$ cat config.mk
export PLATFORM = sky130hd
export DESIGN_NAME = reset_interrupt_clock_pins
export DESIGN_NICKNAME = d
export VERILOG_FILES = /design/src/rtl/pin_ctrl_pkg.sv /design/src/rtl/reset_interrupt_clock_pins.sv
export SDC_FILE = /design/constraint.sdc
export NUM_CORES = 1
export LEC_CHECK = 0
export ABC_AREA = 1
export BUFFER_PORTS_ARGS = -buffer_cell sky130_fd_sc_hd__buf_2
export CORE_AREA = 10 10 176 162
export CTS_BUF_LIST = sky130_fd_sc_hd__clkbuf_4 sky130_fd_sc_hd__clkbuf_8
export DETAILED_ROUTE_END_ITERATION = 10
export DIE_AREA = 0 0 186 172
export SYNTH_ARGS = -nofsm -noshare
export SYNTH_HDL_FRONTEND = slang
export SYNTH_SLANG_ARGS = --single-unit
$ cat constraint.sdc
create_clock -name clk -period 1.5 [get_ports clk]
set_input_delay 0.15 -clock clk [delete_from_list [all_inputs] [get_ports clk]]
set_output_delay 0.15 -clock clk [all_outputs]
set_load 0.005 [all_outputs]
$ cat src/rtl/pin_ctrl_pkg.sv
// Package for the reset, interrupt and clock pin control block
package pin_ctrl_pkg;
    // APB register byte offsets
    localparam logic [7:0]  OFS_CTRL    = 8'h00;
    localparam logic [7:0]  OFS_CLKCTL0 = 8'h04;
    localparam logic [7:0]  OFS_STAT    = 8'h08;
    localparam logic [7:0]  OFS_MASK    = 8'h0c;
    localparam logic [7:0]  OFS_PINSTAT = 8'h10;
    // Control register fields, then clock control 0 clock mode field bits
    localparam int          CTRL_GIM    = 0;
    localparam int          CTRL_PDPEN  = 1;
    localparam int          CTRL_IO2EN  = 2;
    localparam int          CTRL_IO3EN  = 3;
    localparam int          CTRL_IO2OUT = 4;
    localparam int          CTRL_IO3OUT = 5;
    localparam int          CKMD_HI     = 7;
    localparam int          CKMD_LO     = 6;
    // Reset values
    localparam logic [31:0] CTRL_RST    = 32'h0000_0003;
    localparam logic [31:0] CLKCTL0_RST = 32'h0000_00c0;
    localparam logic [31:0] MASK_RST    = 32'h0000_0000;
    localparam logic [15:0] RESET_VECTOR = 16'h0000;
    // Status bit positions
    localparam int          ST_NMI = 0;
    localparam int          ST_X1  = 1;
    localparam int          ST_X2  = 2;
    localparam int          ST_X3  = 3;
    localparam int          ST_PDP = 4;
    localparam int          NEVT   = 5;
    // Synchronised pin bundle
    typedef struct packed {
        logic warm;
        logic por;
        logic nmi;
        logic x1;
        logic x2;
        logic x3;
        logic pdp;
        logic byp;
    } pins_t;
    typedef enum logic [1:0] {S_RESET, S_RUN} cpu_state_t;
endpackage

$ cat src/rtl/reset_interrupt_clock_pins.sv
// Reset, interrupt, memory select and clock mode pin control
// Notes on behaviour
// RULE_01 - Warm reset held low stops execution and holds program counter at zero.
// RULE_02 - On reset release, fetching starts from program address zero.
// RULE_03 - Warm reset returns control and status registers to reset values.
// RULE_04 - Power-on reset does all that plus resets clock control; warm reset does not.
// RULE_05 - Select low fetches internal memory; high fetches external memory.
// RULE_06 - Non-maskable interrupt fires regardless of global interrupt mask.
// RULE_07 - Three user interrupts; second and third also general I/O.
// RULE_08 - Unmasked protect input low floats all compare outputs immediately.
// RULE_09 - Clock mode field bits 7:6 equal 1x selects crystal PLL mode.
// RULE_10 - Bypass input low takes clock straight from external clock input.
// RULE_11 - Crystal output floats while emulation off signal is low.
// RULE_12 - Board holds emulator pin 0 high for off condition under test reset.
// RULE_13 - Reset, interrupt and bypass inputs pass two-stage synchronisers.
//
// The APB slave port and the address map were chosen for this implementation.
`timescale 1ns/100ps
module reset_interrupt_clock_pins
    import pin_ctrl_pkg::*;
(
    // Clock and reset
    input  wire logic        clk,
    input  wire logic        nrst,
    // APB slave
    input  wire logic        psel,
    input  wire logic        penable,
    input  wire logic        pwrite,
    input  wire logic [7:0]  paddr,
    input  wire logic [31:0] pwdata,
    output logic      [31:0] prdata,
    output logic             pready,
    output logic             pslverr,
    // Board pins
    input  wire logic        warm_reset_n,
    input  wire logic        power_on_reset_n,
    input  wire logic        program_memory_source_select,
    input  wire logic        nmi_n,
    input  wire logic        ext_user_irq_1,
    input  wire logic        ext_user_irq_2,
    output logic             ext_user_irq_2_out,
    output logic             ext_user_irq_2_oe,
    input  wire logic        ext_user_irq_3,
    output logic             ext_user_irq_3_out,
    output logic             ext_user_irq_3_oe,
    input  wire logic        power_drive_protect_n,
    input  wire logic        oscillator_bypass_n,
    input  wire logic        emulation_off_n,
    output logic             crystal_out_oe,
    // Core side
    input  wire logic        fetchReq,
    output logic             cpuRun,
    output logic [15:0]      pc,
    output logic             fetchInternal,
    output logic             fetchExternal,
    output logic             pllMode,
    output logic             clockFromExternal,
    output logic             compareOutEnable,
    output logic             nmiTake,
    output logic             irq
);
    pins_t      sync1;
    pins_t      sync2;
    pins_t      raw;
    pins_t      prev;
    logic       warmRst;
    logic [31:0] ctrl;
    logic [31:0] clkctl0;
    logic [31:0] stat;
    logic [31:0] mask;
    logic [NEVT-1:0] evt;
    logic       wr;
    logic       rd;
    logic       pdpTrip;
    cpu_state_t state;

    // Raw pin bundle, active high for resets and interrupts
    assign raw = '{warm: ~warm_reset_n, por: ~power_on_reset_n, nmi: ~nmi_n,
                   x1: ext_user_irq_1, x2: ext_user_irq_2, x3: ext_user_irq_3,
                   pdp: ~power_drive_protect_n, byp: ~oscillator_bypass_n};

    // Two-stage synchronisers, first stage read only by second
    always_ff @(posedge clk or negedge nrst)
    begin
        if (!nrst)
        begin
            sync1 <= '0;
            sync2 <= '0;
        end
        else
        begin
            sync1 <= raw;   // RULE_13
            sync2 <= sync1; // RULE_13
        end
    end

    // Previous synchronised values for edge detection
    always_ff @(posedge clk or negedge nrst)
    begin
        if (!nrst)
            prev <= '0;
        else
            prev <= sync2;
    end

    assign warmRst = sync2.warm | sync2.por;

    // Execution state and program counter
    always_ff @(posedge clk or negedge nrst)
    begin
        if (!nrst)
        begin
            state <= S_RESET;
            pc    <= RESET_VECTOR;
        end
        else if (warmRst)
        begin
            state <= S_RESET;       // RULE_01
            pc    <= RESET_VECTOR;  // RULE_01
        end
        else
        begin
            state <= S_RUN;         // RULE_02
            case (state)
                S_RESET: pc <= RESET_VECTOR; // RULE_02
                S_RUN:   pc <= fetchReq ? pc + 16'h0001 : pc;
                default: pc <= RESET_VECTOR;
            endcase
        end
    end
    assign cpuRun = (state == S_RUN) && !warmRst; // RULE_01

    // Memory source select
    assign fetchInternal = cpuRun && !program_memory_source_select; // RULE_05
    assign fetchExternal = cpuRun && program_memory_source_select;  // RULE_05

    assign wr = psel && penable && pwrite;
    assign rd = psel && penable && !pwrite;

    // Control register, reset by either reset
    always_ff @(posedge clk or negedge nrst)
    begin
        if (!nrst)
            ctrl <= CTRL_RST;
        else if (warmRst)
            ctrl <= CTRL_RST; // RULE_03
        else if (wr && paddr == OFS_CTRL)
            ctrl <= pwdata;
    end

    // Clock control 0, reset only by power-on reset
    always_ff @(posedge clk or negedge nrst)
    begin
        if (!nrst)
            clkctl0 <= CLKCTL0_RST;
        else if (sync2.por)
            clkctl0 <= CLKCTL0_RST; // RULE_04
        else if (wr && !warmRst && paddr == OFS_CLKCTL0)
            clkctl0 <= pwdata;
    end

    // Interrupt mask register
    always_ff @(posedge clk or negedge nrst)
    begin
        if (!nrst)
            mask <= MASK_RST;
        else if (warmRst)
            mask <= MASK_RST; // RULE_03
        else if (wr && paddr == OFS_MASK)
            mask <= pwdata;
    end

    // Falling NMI and protect pin edges and rising user interrupt pin edges (rising of active-high view) raise events
    assign evt[ST_NMI] = sync2.nmi & ~prev.nmi;
    assign evt[ST_X1]  = sync2.x1 & ~prev.x1;
    assign evt[ST_X2]  = sync2.x2 & ~prev.x2 & ~ctrl[CTRL_IO2EN]; // RULE_07
    assign evt[ST_X3]  = sync2.x3 & ~prev.x3 & ~ctrl[CTRL_IO3EN]; // RULE_07
    assign evt[ST_PDP] = sync2.pdp & ~prev.pdp;

    // Sticky status, write one to clear, set wins
    always_ff @(posedge clk or negedge nrst)
    begin
        if (!nrst)
            stat <= '0;
        else if (warmRst)
            stat <= '0; // RULE_03
        else if (wr && paddr == OFS_STAT)
            stat <= (stat & ~pwdata) | {{(32-NEVT){1'b0}}, evt};
        else
            stat <= stat | {{(32-NEVT){1'b0}}, evt};
    end

    // NMI ignores the global mask; others gated by it
    assign nmiTake = stat[ST_NMI] && cpuRun; // RULE_06
    assign irq = stat[ST_NMI] || (!ctrl[CTRL_GIM] && |(stat[NEVT-1:1] & mask[NEVT-1:1])); // RULE_06

    // Protect trip floats compare outputs straight from pin
    assign pdpTrip = ctrl[CTRL_PDPEN] && !power_drive_protect_n; // RULE_08
    assign compareOutEnable = !pdpTrip && !warmRst;               // RULE_08

    // User interrupt pins 2 and 3 as general I/O
    assign ext_user_irq_2_out = ctrl[CTRL_IO2OUT]; // RULE_07
    assign ext_user_irq_2_oe  = ctrl[CTRL_IO2EN];  // RULE_07
    assign ext_user_irq_3_out = ctrl[CTRL_IO3OUT]; // RULE_07
    assign ext_user_irq_3_oe  = ctrl[CTRL_IO3EN];  // RULE_07

    // Clock source selection
    assign pllMode           = clkctl0[CKMD_HI];   // RULE_09
    assign clockFromExternal = sync2.byp;          // RULE_10
    assign crystal_out_oe    = emulation_off_n && !sync2.byp; // RULE_11

    // APB read data, registered
    always_ff @(posedge clk or negedge nrst)
    begin
        if (!nrst)
            prdata <= '0;
        else if (psel && !penable && !pwrite)
        begin
            case (paddr)
                OFS_CTRL:    prdata <= ctrl;
                OFS_CLKCTL0: prdata <= clkctl0;
                OFS_STAT:    prdata <= stat;
                OFS_MASK:    prdata <= mask;
                OFS_PINSTAT: prdata <= {24'h000000, sync2};
                default:     prdata <= '0;
            endcase
        end
    end
    assign pready  = 1'b1;
    assign pslverr = psel && penable && !(paddr inside {OFS_CTRL, OFS_CLKCTL0, OFS_STAT, OFS_MASK, OFS_PINSTAT});
endmodule // reset_interrupt_clock_pins

==> impl_metrics.ini <==
[drt]
drc = 0
drt_wl_total_um = 30100
wl_per_cell_um = 17.8
dr.pass1.iters = 5
routed-via-count = 8398
ant_nets = 0
viasPerCell = 4.96
drt-initial-drc-count = 682

[clock_network]
cts_root_buffer = clkbuf_8
clk_latency_ns = 0.49
clockBufferDepth = 2
cts_inserted_buffers = 17
htree_num_levels = 4
clk_pin_slew_ns = 0.10
cts_tree = yes
cts_sinks = 198

[layout]
layout-drive-gt1-share = 0.371
diodes = 0
area_growth_syn_to_layout_pct = 46.1
finalNetCount = 1423

[setup_path]
critPathRequiredTime_ns = 1.35
r2r_end = clkctl0[2]
arrival_ns = 1.63
startpoint_type = register
regToRegSetupSlack_ns = -0.27
crit_type = register to primary output
ff2ff_path_depth = 12
worstSetupStartpoint = sync2[6]
r2r-start = sync2[6]
end_kind = primary output
crit_end = fetchExternal
cp_max_fo = 5

[floorplanning]
coreArea_mm2 = 0.0248
ios = 119
rows = 55
start_util = 0.364
die-width_um = 186
die_h_um = 172
design.die.area_mm2 = 0.0320

[logic_synthesis]
ys_ff_latch = 198
synth.area.top_cells = dfrtp_1, nand2_1, nand3_1
syn_inst = 1138
synth_area_per_cell_um2 = 7.92
netlist_area_mm2 = 0.00902
syn_nets = 1195
ys_seq_area_frac = 0.550
synth_top_area_share = 0.538
yosys_warnings = 0
synth_top_cell_by_area = dfrtp_1
post_synth_num_cell_types = 33

[timing]
drv_slew = 0
rsz0062_at_grt = yes
final-setup-viol-count = 128
layout_setup_ws_ns = -0.279
period_needed_ns = 1.78
fin_skew_ns = 0.0200
period_share = 1.19
timing.hold.ws_ns = 0.148
hold_viol_final = 0
fmax_mhz = 562

[placement]
portBuffers = 117
gp_congestion = 0.829
dpl.hpwl_um = 18000

[pwr]
powerDensity_mw_per_mm2 = 811
power_uw = 10700
p_sw_frac = 0.261
seqPwrFrac = 0.515
p_int_uw = 7890
comb_power_share = 0.123
vdd_drop_max_mv = 0.415
p_leak_uw = 0.00731
power_switching_uw = 2790
clkPwrFrac = 0.361

[global_route]
grt_usage = 0.180
grt_max_degree = 41
grt-ovfl-total = 0
grt_pass1_wl_um = 45200
grt_pass1_vias = 8194
antenna_found_initial = 0

[status]
outcome = finished, violations left
violations = setup timing

[hold_path]
min_path_type = input port to asynchronous set/reset pin

[job]
cap_violations = 0
-- layout make-up --
class,count,area (um^2)
clock inverters,14,194
multi-input cells,780,4370
fillers,2215,11600
well taps,313,392
repair buffers,264,2590
clock buffers,18,241
inverters,105,434
flip-flops and latches,198,4960
-- per-stage QoR --
stage / cells / utilization / setup TNS [ns] / worst slack (ns) / cell area [um^2]
5_1_grt: 1692 / 0.532 / -31.30 / -0.378 / 13200
3_3_place_gp: 1563 / 0.418 / -0.478 / -0.110 / 10300
2_1_floorplan: 1138 / - / 0 / 0.197 / 9020
3_5_place_dp: 1563 / 0.418 / -0.434 / -0.0970 / 10300
6_report: 1692 / 0.532 / -22.03 / -0.279 / 13200
4_1_cts: 1678 / 0.487 / -13.50 / -0.259 / 12100
-- worst max-delay path, cell delays in order (launching register included) --
cell and delay, ns:
dfrtp_1 0.41, inv_2 0.11, nand2_4 0.08, nor2_4 0.14
clkinvlp_4 0.15, nor2_1 0.12, buf_2 0.12
-- state kept, by name (all words and copies together) (netlist names), 5 cells and up --
register,count
sync2,7
prev,5
clkctl0,32
stat,32
ctrl,32
sync1,8
pc,16
mask,32
prdata,32
-- routing by layer --
metal	GRT usage	vias to the layer above	wire, um
li1	-	4012	-
met1	0.242	4092	13100
met2	0.288	248	14600
met3	0.0376	46	1880
met4	0.0529	0	538
met5	0	-	0
-- what timing repair did --
| action | CTS | global route |
|---|---|---|
| hold buffers | 42 | 0 |
| pin swaps | 6 | 45 |
| hold endpoints to repair | 293 | 0 |
| cloned | 11 | 7 |
| buffers inserted | 32 | 23 |
| gates resized for setup | 94 | 294 |
| setup endpoints to repair | 35 | 145 |
-- cell usage after synthesis (all sizes together) --
cell,count
a211oi,1
a21oi,31
a221oi,1
a22o,2
a31oi,1
buf,44
clkbuf,11
clkinv,2
conb,1
dfrtp,194
dfstp,4
ha,1
inv,103
nand2,447
nand3,128
nand3b,1
nand4,1
nor2,75
nor3,7
o21ai,74
o21bai,1
or2,8
-- logic make-up after synthesis --
group	after synthesis	share of synthesized area
and+or+nand+nor	667	0.307
DFF	198	0.550
buffers and inverters	160	0.0773
AOI/OAI and AO/OA	111	0.0636
adders and majority gates	1	0.00139
other	1	0.000416
-- how the worst min path moves through the flow --
stage / to / cells after the start / slack (ns)
final: sync2[3] / 2 / 0.15
after global routing: sync2[3] / 2 / 0.17
after CTS: sync2[3] / 2 / 0.15
after detailed placement: sync1[2] / 1 / 0.1
after global placement: sync1[2] / 1 / 0.1
after floorplan: clkctl0[0] / 0 / -0.15
-- power groups by stage --
stage,combinational (uW),clock [uW],sequential (uW)
after floorplan,301,0,5590
after detailed placement,786,0,5600
after global routing,1410,4180,5520
final,1320,3860,5510
after CTS,1150,3920,5500
after global placement,785,0,5600
-- cell usage in the layout, fill, tap and decap left out, types with 12 or more instances in the layout --
cell type        n
dfrtp_1        193
nor2_1          53
inv_1           82
clkbuf_8        18
o21ai_0         27
o21ai_1         12
inv_2           18
buf_4           37
nand3_1         99
a21oi_1         23
o21ai_2         35
dlygate4sd3_1   42
nand2_1        320
nand2_4         60
buf_12          43
nand2_2         67
buf_6           12
buf_2          116
nand3_2         26
Power figures use the tool's default switching activity.
